**src/adcc_pkg.sv**
```systemverilog
`default_nettype none
package adcc_pkg;

  // ----------------------------------------------------------------
  // Register map (byte addresses, one 32-bit word each)
  // ----------------------------------------------------------------
  localparam logic [4:0] OFS_CTRL0 = 5'h00;
  localparam logic [4:0] OFS_CTRL1 = 5'h04;
  localparam logic [4:0] OFS_CTRL2 = 5'h08;
  localparam logic [4:0] OFS_RESH = 5'h0c;
  localparam logic [4:0] OFS_RESL = 5'h10;
  localparam logic [4:0] OFS_IRQ_STAT = 5'h14;
  localparam logic [4:0] OFS_IRQ_MASK = 5'h18;
  localparam logic [4:0] OFS_GIE = 5'h1c;

  // ----------------------------------------------------------------
  // Field positions
  // ----------------------------------------------------------------
  localparam int CH_LSB = 0;
  localparam int PWR_BIT = 4;
  localparam int BUSY_BIT = 5;
  localparam int START_BIT = 6;
  localparam int DIV_LSB = 0;
  localparam int FMT_BIT = 3;
  localparam int INS_LSB = 4;
  localparam int REF_LSB = 0;
  localparam int FLAG_BIT = 0;

  // ----------------------------------------------------------------
  // Encodings and timing
  // ----------------------------------------------------------------
  localparam logic [1:0] REF_VDD = 2'h0;
  localparam logic [1:0] REF_PIN = 2'h1;
  localparam logic [3:0] INS_EXT_A = 4'h0;
  localparam logic [3:0] INS_EXT_B = 4'h4;
  localparam logic [1:0] INS_EXT_HI = 2'h3;
  localparam int RESULT_W = 12;
  localparam int DIV_W = 3;
  localparam logic [3:0] SAMPLE_TICKS = 4'h4;
  localparam logic [3:0] CONV_TICKS = 4'hc;
  // Five bits: sixteen does not fit the four-bit tick counters
  localparam logic [4:0] TOTAL_TICKS = 5'h10;

  typedef enum logic [1:0] {
    ST_IDLE = 2'b00,
    ST_SAMPLE = 2'b01,
    ST_CONVERT = 2'b10
  } adcc_state_t;

endpackage : adcc_pkg
`default_nettype wire

```
**src/adcc_clk_div.sv**
```systemverilog
`timescale 1ns/1ps
`default_nettype none
module adcc_clk_div
  import adcc_pkg::*;
#(
  parameter int CNT_W = 7
) (
  input wire logic clk,
  input wire logic rst_b,
  input wire logic [DIV_W-1:0] divSel,
  output logic tick
);

  logic [CNT_W-1:0] cnt_q;
  logic [CNT_W-1:0] mask;

  // Mask of low bits that must be all ones: period is 2**divSel
  assign mask = CNT_W'((1 << divSel) - 1);
  assign tick = ((cnt_q & mask) == mask);

  always_ff @(posedge clk or negedge rst_b) begin
    if (!rst_b) begin
      cnt_q <= '0;
    end else begin
      cnt_q <= cnt_q + CNT_W'(1);
    end
  end
endmodule : adcc_clk_div
`default_nettype wire

```
**src/adcc_result_fmt.sv**
```systemverilog
`timescale 1ns/1ps
`default_nettype none
module adcc_result_fmt
  import adcc_pkg::*;
(
  input wire logic [RESULT_W-1:0] code,
  input wire logic rightAlign,
  output logic [7:0] highByte,
  output logic [7:0] lowByte
);

  // Format 0 left-aligns the code, format 1 right-aligns it
  always_comb begin
    if (rightAlign) begin
      highByte = {4'h0, code[11:8]};
      lowByte = code[7:0];
    end else begin
      highByte = code[11:4];
      lowByte = {code[3:0], 4'h0};
    end
  end

endmodule : adcc_result_fmt
`default_nettype wire

```
**src/adcc_top.sv**
```systemverilog
// The implementer's own choices: the register offsets and register access over Avalon-MM.
`timescale 1ns/1ps
`default_nettype none
module adcc_top
  import adcc_pkg::*;
(
  input wire logic clk,
  input wire logic rst_b,
  input wire logic [4:0] address,
  input wire logic read,
  input wire logic write,
  input wire logic [31:0] writedata,
  input wire logic [3:0] byteenable,
  output logic [31:0] readdata,
  output logic waitrequest,
  input wire logic [RESULT_W-1:0] adcCode,
  output logic analogPowerOn,
  output logic refSelVdd,
  output logic refSelPin,
  output logic refSelInternal,
  output logic refPinConnect,
  output logic [3:0] extChannelSel,
  output logic extChannelConnect,
  output logic [3:0] intInputSel,
  output logic intInputConnect,
  output logic sampleActive,
  output logic convertActive,
  output logic irq
);

  // ----------------------------------------------------------------
  // State
  // ----------------------------------------------------------------
  typedef struct packed {
    adcc_state_t st;
    logic [3:0] tickCnt;
    logic busy;
    logic startBit;
    logic power;
    logic [3:0] extCh;
    logic [3:0] intSel;
    logic [DIV_W-1:0] div;
    logic fmt;
    logic [1:0] refSel;
    logic [7:0] resH;
    logic [7:0] resL;
    logic flag;
    logic ie;
    logic ge;
    logic irq;
    logic waitReq;
    logic [31:0] rdata;
    logic done;
    logic refVdd;
    logic refPin;
    logic refInt;
    logic refConn;
    logic extConn;
    logic intConn;
    logic sampleOn;
    logic convOn;
  } adcc_regs_t;

  adcc_regs_t r_q;
  adcc_regs_t r_d;

  logic tick;
  logic [7:0] fmtHigh;
  logic [7:0] fmtLow;
  logic wrAcc;
  logic rdReq;
  logic wrLane;
  logic startRise;
  logic startFall;
  logic extRoute;

  adcc_clk_div u_div (
    .clk(clk),
    .rst_b(rst_b),
    .divSel(r_q.div),
    .tick(tick)
  );

  adcc_result_fmt u_fmt (
    .code(adcCode),
    .rightAlign(r_q.fmt),
    .highByte(fmtHigh),
    .lowByte(fmtLow)
  );

  // ----------------------------------------------------------------
  // Bus decode
  // ----------------------------------------------------------------
  // Every access waits one cycle; write commits on the edge waitrequest is low
  assign wrAcc = write && !r_q.waitReq;
  assign rdReq = read && r_q.waitReq;
  assign wrLane = wrAcc && byteenable[0];
  assign startRise = wrLane && (address == OFS_CTRL0) && writedata[START_BIT] && !r_q.startBit;
  assign startFall = wrLane && (address == OFS_CTRL0) && !writedata[START_BIT] && r_q.startBit;
  assign extRoute = (r_q.intSel == INS_EXT_A) || (r_q.intSel == INS_EXT_B) ||
                    (r_q.intSel[3:2] == INS_EXT_HI);

  always_comb begin
    r_d = r_q;
    r_d.done = 1'b0;

    // ---------------------------------------------------------------
    // Bus handshake and register writes
    // ---------------------------------------------------------------
    if ((read || write) && r_q.waitReq) begin
      r_d.waitReq = 1'b0;
    end else begin
      r_d.waitReq = 1'b1;
    end
    if (rdReq) begin
      r_d.rdata = 32'h0;
      case (address)
        OFS_CTRL0: begin
          r_d.rdata[CH_LSB +: 4] = r_q.extCh;
          r_d.rdata[PWR_BIT] = r_q.power;
          r_d.rdata[BUSY_BIT] = r_q.busy;
          r_d.rdata[START_BIT] = r_q.startBit;
        end
        OFS_CTRL1: begin
          r_d.rdata[DIV_LSB +: DIV_W] = r_q.div;
          r_d.rdata[FMT_BIT] = r_q.fmt;
          r_d.rdata[INS_LSB +: 4] = r_q.intSel;
        end
        OFS_CTRL2: r_d.rdata[REF_LSB +: 2] = r_q.refSel;
        OFS_RESH: r_d.rdata[7:0] = r_q.resH;
        OFS_RESL: r_d.rdata[7:0] = r_q.resL;
        OFS_IRQ_STAT: r_d.rdata[FLAG_BIT] = r_q.flag;
        OFS_IRQ_MASK: r_d.rdata[FLAG_BIT] = r_q.ie;
        OFS_GIE: r_d.rdata[FLAG_BIT] = r_q.ge;
        default: r_d.rdata = 32'h0;
      endcase
    end
    if (wrLane) begin
      case (address)
        OFS_CTRL0: begin
          r_d.extCh = writedata[CH_LSB +: 4];
          r_d.power = writedata[PWR_BIT];
          r_d.startBit = writedata[START_BIT];
        end
        OFS_CTRL1: begin
          r_d.div = writedata[DIV_LSB +: DIV_W];
          r_d.fmt = writedata[FMT_BIT];
          r_d.intSel = writedata[INS_LSB +: 4];
        end
        OFS_CTRL2: r_d.refSel = writedata[REF_LSB +: 2];
        OFS_IRQ_STAT: begin
          if (writedata[FLAG_BIT]) begin
            r_d.flag = 1'b0;
          end
        end
        OFS_IRQ_MASK: r_d.ie = writedata[FLAG_BIT];
        OFS_GIE: r_d.ge = writedata[FLAG_BIT];
        default: r_d.flag = r_d.flag;
      endcase
    end

    // ---------------------------------------------------------------
    // Conversion sequencer
    // ---------------------------------------------------------------
    case (r_q.st)
      ST_SAMPLE: begin
        if (tick) begin
          if (r_q.tickCnt == SAMPLE_TICKS - 4'h1) begin
            r_d.st = ST_CONVERT;
            r_d.tickCnt = 4'h0;
          end else begin
            r_d.tickCnt = r_q.tickCnt + 4'h1;
          end
        end
      end
      ST_CONVERT: begin
        if (tick) begin
          if (r_q.tickCnt == CONV_TICKS - 4'h1) begin
            r_d.st = ST_IDLE;
            r_d.busy = 1'b0;
            r_d.resH = fmtHigh;
            r_d.resL = fmtLow;
            r_d.flag = 1'b1;
            r_d.done = 1'b1;
            r_d.tickCnt = 4'h0;
          end else begin
            r_d.tickCnt = r_q.tickCnt + 4'h1;
          end
        end
      end
      ST_IDLE: r_d.tickCnt = 4'h0;
      default: r_d.st = ST_IDLE;
    endcase
    if (startRise) begin
      r_d.st = ST_IDLE;
      r_d.busy = 1'b0;
      r_d.tickCnt = 4'h0;
    end else if (startFall && r_q.power) begin
      r_d.st = ST_SAMPLE;
      r_d.busy = 1'b1;
      r_d.tickCnt = 4'h0;
    end
    // Power off aborts any conversion; the old result is kept
    if (!r_d.power) begin
      r_d.st = ST_IDLE;
      r_d.busy = 1'b0;
      r_d.tickCnt = 4'h0;
    end

    // ---------------------------------------------------------------
    // Registered analog controls and interrupt
    // ---------------------------------------------------------------
    r_d.refVdd = (r_q.refSel == REF_VDD);
    r_d.refPin = (r_q.refSel == REF_PIN);
    r_d.refInt = r_q.refSel[1];
    r_d.refConn = (r_q.refSel == REF_PIN) && r_q.power;
    r_d.extConn = extRoute && r_q.power;
    r_d.intConn = !extRoute && r_q.power;
    r_d.sampleOn = (r_q.st == ST_SAMPLE);
    r_d.convOn = (r_q.st == ST_CONVERT);
    r_d.irq = r_q.flag && r_q.ie && r_q.ge;
  end

  always_ff @(posedge clk or negedge rst_b) begin
    if (!rst_b) begin
      r_q <= '{st: ST_IDLE, waitReq: 1'b1, default: '0};
    end else begin
      r_q <= r_d;
    end
  end

  assign readdata = r_q.rdata;
  assign waitrequest = r_q.waitReq;
  assign analogPowerOn = r_q.power;
  assign refSelVdd = r_q.refVdd;
  assign refSelPin = r_q.refPin;
  assign refSelInternal = r_q.refInt;
  assign refPinConnect = r_q.refConn;
  assign extChannelSel = r_q.extCh;
  assign extChannelConnect = r_q.extConn;
  assign intInputSel = r_q.intSel;
  assign intInputConnect = r_q.intConn;
  assign sampleActive = r_q.sampleOn;
  assign convertActive = r_q.convOn;
  assign irq = r_q.irq;

  // ----------------------------------------------------------------
  // Checks
  // ----------------------------------------------------------------
  logic [4:0] convTicks_q;
  always_ff @(posedge clk or negedge rst_b) begin
    if (!rst_b) begin
      convTicks_q <= '0;
    end else if (r_q.st == ST_IDLE) begin
      convTicks_q <= '0;
    end else if (tick) begin
      convTicks_q <= convTicks_q + 5'h1;
    end
  end
endmodule : adcc_top
`default_nettype wire

```
**config.mk**
```make
export PLATFORM = sky130hd
export DESIGN_NAME = adcc_top
export DESIGN_NICKNAME = d
export VERILOG_FILES = /design/src/adcc_pkg.sv /design/src/adcc_clk_div.sv /design/src/adcc_result_fmt.sv /design/src/adcc_top.sv
export SDC_FILE = /design/constraint.sdc
export NUM_CORES = 1
export LEC_CHECK = 0
export BUFFER_PORTS_ARGS = -buffer_cell sky130_fd_sc_hd__buf_2
export CAP_MARGIN = 25
export CORE_MARGIN = 4
export CORE_UTILIZATION = 50
export CTS_CLUSTER_DIAMETER = 30
export CTS_CLUSTER_SIZE = 30
export DETAILED_ROUTE_END_ITERATION = 7
export PLACE_DENSITY = 0.85
export SETUP_SLACK_MARGIN = 0.3
export SYNTH_ARGS = -nofsm -noshare
export SYNTH_HDL_FRONTEND = slang
export SYNTH_SLANG_ARGS = --single-unit
export TNS_END_PERCENT = 30
```
**constraint.sdc**
```tcl
create_clock -name clk -period 2.5 [get_ports clk]
set_input_delay 0.125 -clock clk [delete_from_list [all_inputs] [get_ports clk]]
set_output_delay 0.125 -clock clk [all_outputs]
set_load 0.02 [all_outputs]
```
-- Word-level counts from Yosys, hierarchy flattened
Index checks and enable logic that the tools add are counted.
- add/subtract/negate cells: 3
- equal/unequal tests: 24
- shift operators: 1
- mux-type cells: 32
- bitwise gates (word level): 1
- reduce and logical (&&, ||, !) cells: 35
- operators by type and width (kind ; count):
    2-to-1 mux 7 bit ; 4
    2-to-1 mux 8 bit ; 3
    == test 5 bit, second input constant ; 4
    inequality test 5 x 2 -> 1 bit, second input constant ; 4
    one-hot mux 5 bit (4 select lines) ; 1
    logical AND 1 bit ; 15
    2-to-1 mux 15 bit ; 1
    one-hot mux 4 bit (3 select lines) ; 1
    == test 5 x 4 -> 1 bit, second input constant ; 2
    2-to-1 mux 1 bit ; 10
    AND reduction 2 bit ; 5
    AND reduction 3 bit ; 3
    2-to-1 mux 4 bit ; 2
    inequality test 4 x 1 -> 1 bit, second input constant ; 2
    one-hot mux 1 bit (8 select lines) ; 1
    adder 7 x 1 -> 7 bit, second input constant ; 1
    bitwise AND 7 bit ; 1
    == test 7 bit ; 1
    left shift 1 x 3 -> 7 bit, first input constant ; 1
    subtractor 7 x 2 -> 7 bit, second input constant ; 1
    2-to-1 mux 2 bit ; 3
    2-to-1 mux 6 bit ; 1
    inequality test 6 x 3 -> 1 bit, second input constant ; 1
    one-hot mux 2 bit (3 select lines) ; 1
    other kinds (19) ; 27
- register bits: 67
- input bits: 57
- output and inout bits: 51
- word-level logic and storage cells: 123

-- Depth between registers and ports, before layout
- depth after elaboration: 10
- mapped depth: 7
- mapped depth without buffers: 7

-- By module
A second synthesis with hierarchy kept.
- cells, all modules: 299
- area, all modules: 3513.4 µm²
- by module, submodules not included (module ; times used ; cells each ; area each (µm²) ; seq. area each (µm²)):
    adcc_top ; 1 ; 253 ; 3014.1 ; 1502.7
    adcc_clk_div ; 1 ; 28 ; 325.3 ; 175.2
    adcc_result_fmt ; 1 ; 18 ; 173.9 ; 0.0

-- Worst setup path before layout
OpenSTA, ideal clock, no wires.
- path kind: reg2reg
- start point: register u_div.cnt_q[0]
- end point: register r_q[53] in the netlist's numbering
- library setup time: 0.127 ns
- arrival: 1.855 ns
- required time: 2.373 ns
- slack: 0.517 ns
- stages on the path, launching flop included: 8
- buffers on the path: 2
- clock period less this slack: 1.983 ns
- cells stage by stage: dfrtp_1 nand2_1 a311o_1 o22ai_2 and4_1 buf_6 buf_8 mux2_1
- word-level cells in the longest chain between the ends: 3
- RTL lines (item ; line ; RTL):
    from (decl) ; adcc_clk_div.sv:14 ; logic [CNT_W-1:0] cnt_q;
    from (signal assigned) ; adcc_clk_div.sv:25 ; cnt_q <= cnt_q + CNT_W'(1);
    bitwise AND 7 bit ; adcc_clk_div.sv:19 ; assign tick = ((cnt_q & mask) == mask);
    == test 7 bit ; adcc_clk_div.sv:19 ;
    AND reduction 3 bit (no source line) ; -- ;
    to (signal assigned) ; adcc_top.sv:228 ; r_q <= r_d;
    to (decl) ; adcc_top.sv:64 ; adcc_regs_t r_q;
No other way between the ends.
A chain may end at the register's enable or synchronous reset.

-- Worst setup path in the final report
- start point: register u_div.cnt_q[0]
- end point: register r_q[55] in the netlist's numbering
Same word-level chain as after synthesis.

==> results.env <==
MET2ROUTEDLENGTH_UM=3484
GRT_PASS1_VIAS=2459
MAXUSEDROUTINGLAYER='met4'
SYNTH-SEQ-AREA-SHARE=0.4750
REMAINING_DRC_ERRORS=0
CLOCK_SINKS=67
DIEWIDTH_UM=92.05
TRITONCTS_CLOCK_TREE='built'
FINAL_COMMON_CELL='dfrtp_1'
RELSLEWSLACK=0.4879
WORST_SETUP_PATH_START_KIND='flop'
CP_SLOWEST_CELL='dfrtp_1'
COMB_POWER_SHARE=0.120
ANTENNA_CELLS=0
FINALMAXSLEWVIOLATIONS=0
FINALWORSTSETUPSLACK_NS=0.4019
INITIAL_CORE_UTIL=0.5170
YOSYS_MOST_USED_DFF='dfrtp_1'
DIE_HEIGHT_UM=92.05
AREA_GROWTH_SYN_TO_LAYOUT_PCT=11.02
REPORT.POWER.TOTAL_mW=2.210
TIMING.CRITICAL_PATH.TO_TYPE='flop'
WARNINGS_FROM_YOSYS=0
POSTLAYOUTCOREUTIL=0.5740
WORST_PIN_SLEW_NS=0.7681
DRT-TOTAL-WL_UM=7340
SWITCHING_SHARE=0.2789
YOSYS.CELL_TYPES.COUNT=51
LAYOUT.CELL_AREA.NON_FILLER_UM2=3921
GRT_SETUP_UNREPAIRED='false'
FINALSETUPVIOLCOUNT=0
POST-ROUTE-MIN-PERIOD_NS=2.098
CLOCK_TREE.BUFFER_DEPTH=2
SYNTH.FF_LATCH_COUNT=67
TIMING.FINAL.CRIT_SHARE=0.8392
WORST_SKEW_PAIR.LATE_LATENCY_NS=0.35
FLOORPLAN.DIE_AREA_UM2=8473
CTS_BUFFERS=9
NUM_IO_PINS=108
OUTCOME='finished, final reports clean'
P_INT_mW=1.594
POST-CTS-SETUP-BUFFER-COUNT=0
ROUTE.VIAS.TOTAL=2460
CRIT_REQUIRED_NS=2.73
CRITICAL_PATH_CELL_BY_CELL='nand2_1, a311o_1, o22ai_4, and4_1, buf_12, mux2_1'
TIMING.FINAL.HOLD_VIOLATIONS=0
CORE_REGION_AREA_UM2=6832
ROUTABILITYCONGESTION=0.8470
SETUP_TNS_NS=0
FINISH.NET_COUNT=431
SYN_AVG_CELL_AREA_UM2=11.00
ANTENNA_FOUND_INITIAL=0
NUMPORTBUFFERS=56
IR_DROP_mV=0.3280
HPWLAFTERDP_UM=5492
WL_MET1_UM=3142
WIRE_PER_INST_UM=15.65
DETAILEDPLACE.WORSTSLACK_NS=0.3762
DR_WL_MET3_UM=457
P_SW_mW=0.6165
CLOCK_SKEW_NS=0.008013
GR-USAGE-ALL-LAYERS=0.1850
VIASPERCELL=5.245
POWER.SHARE.CLOCK=0.354
P_LEAK_nW=1.968
CPPEAKSTAGEDELAY_NS=0.45
PLACEMENT.CELL_AREA_UM2=3716
CTS.HTREE.LEVELS=3
SEQ_POWER_SHARE=0.526
CP_DATA_ARRIVAL_TIME_NS=2.33
CLK_ROOT_BUFFER_CELL='clkbuf_8'
POST_SYNTH_INST_COUNT=321
MAXCLOCKFREQUENCY_MHz=476.6
SYNTH.CELL_AREA_UM2=3532
DRIVE_ABOVE_1_SHARE=0.2788
TIMING_WORST_SETUP_PATH_TYPE='flop to flop'
DRT_ITER0_DRC=123
GRT_PASS1_WL_UM=12090
NUM_ROWS=30
CLK_PIN_SLEW_NS=0.07
PATH_MAX_FANOUT=18
POWER-PER-CELL-AREA_nW_PER_UM2=563.7
ANTENNA_VIOLATION_NET_COUNT_AFTER_DETAILED_ROUTING=0
COMMONEST_CELLS_AFTER_ROUTING_FILL_AND_TAPS_ASIDE='dfrtp_1 (66), buf_2 (56), mux2_2 (26)'
SYNTH-EDFF-COUNT=0
GLOBALROUTEOVERFLOWTOTAL=0
ASYNC_FLOP_SHARE=1.000
WORST_HOLD_PATH_TYPE='primary input to flop'
FIRST_PASS_ITERS=4
GRT_START_MAX_NET_PINS=36
N_FILL_CELL=587
CAP_VIOL_MAX_COUNT=0
==> worst max-delay path: cells and delay by family (launching register included) <==
kind	cells	cell delay, ns
AOI/OAI and AO/OA	2	0.62
buffers and inverters	1	0.18
DFF	1	0.45
muxes	1	0.34
and+or+nand+nor	2	0.39
==> routing by layer <==
layer,GRT usage,vias up
met4,0.09530,0
met1,0.2441,1171
li1,-,1171
met2,0.2768,98
met3,0.05332,20
met5,0,-
==> kinds of logic (layout without fill, tap and decap cells) <==
kind of cell,after synthesis,after routing,share of synthesized area
buffers and inverters,62,91,0.1141
xor gates and xnor gates,6,6,0.01488
muxes,47,47,0.1502
and+or+nand+nor,72,72,0.1038
other,1,24,0.001062
adders and majority gates,5,5,0.01771
DFF,67,67,0.4750
AOI/OAI and AO/OA,61,61,0.1233
==> power groups by stage <==
stage / combinational (mW) / sequential, mW / clock [mW]
6_report: 0.265 / 1.16 / 0.783
5_1_grt: 0.289 / 1.17 / 0.852
4_1_cts: 0.262 / 1.16 / 0.802
3_5_place_dp: 0.256 / 1.18 / 0
3_3_place_gp: 0.250 / 1.18 / 0
2_1_floorplan: 0.200 / 1.18 / 0
==> registers in the layout (all words and copies together), names as in the netlist, 4 cells and up <==
name / flops
readdata: 8
u_div.cnt_q: 7
r_q: 32
intInputSel: 4
extChannelSel: 4
==> final timing paths <==
path                                startpoint             end  slack [ns]  cells past startpoint
worst min-delay path              writedata[5]  intInputSel[1]        0.01                      2
worst max-delay path            u_div.cnt_q[0]         r_q[55]        0.40                      6
min in group asynchronous                rst_b     readdata[0]        0.38                      2
worst max register to register  u_div.cnt_q[0]         r_q[55]        0.40                      6
worst min register to register          r_d[5]  refSelInternal        0.47                      0
max in group asynchronous                rst_b         r_q[84]        1.48                      3
==> stage by stage <==
step / hold WS (ns) / std cells
2_1_floorplan: -0.1706 / 344
3_3_place_gp: 0.2361 / 451
3_5_place_dp: 0.2339 / 451
4_1_cts: 0.001538 / 469
5_1_grt: 0.002633 / 469
6_report: 0.01009 / 469
==> cells in the mapped netlist (2+ instances only) <==
master / number / area [µm²]
nor2b_1: 9 / 56.30
nor3_1: 4 / 20.02
inv_1: 14 / 52.55
nand2b_1: 4 / 25.02
a22o_1: 4 / 35.03
o2bb2ai_1: 5 / 43.79
and3_1: 3 / 18.77
and3b_1: 2 / 17.52
o21ai_0: 14 / 70.07
xnor2_1: 5 / 43.79
nand3_1: 7 / 35.03
ha_1: 5 / 62.56
clkbuf_1: 3 / 11.26
o31ai_1: 3 / 22.52
mux2_1: 12 / 135.1
a21oi_1: 7 / 35.03
buf_1: 2 / 7.510
a21o_1: 4 / 30.03
a22oi_1: 10 / 75.07
nand2_1: 23 / 86.33
mux2_2: 26 / 292.8
nor2_1: 10 / 37.54
a311oi_1: 2 / 17.52
and2_1: 3 / 18.77
dfrtp_1: 66 / 1652
o211ai_1: 3 / 22.52
mux2i_1: 8 / 80.08
buf_4: 40 / 300.3
==> final cells by class <==
class | count | area [µm²] | share of cell area
clock buffers | 10 | 137.6 | 0.03510
clock inverters | 5 | 30.03 | 0.007658
inverters | 14 | 52.55 | 0.01340
multi-input cells | 215 | 1545 | 0.3941
flip-flops and latches | 67 | 1678 | 0.4279
well taps | 96 | 120.1 | 0.03063
repair buffers | 62 | 357.8 | 0.09126
==> what timing repair did <==
action,CTS,global route
resized for setup,0,1
hold endpoints to repair,34,0
hold buffers,3,0
endpoints found under the setup margin,0,12
No activity file was read; power rests on OpenSTA's default activity.
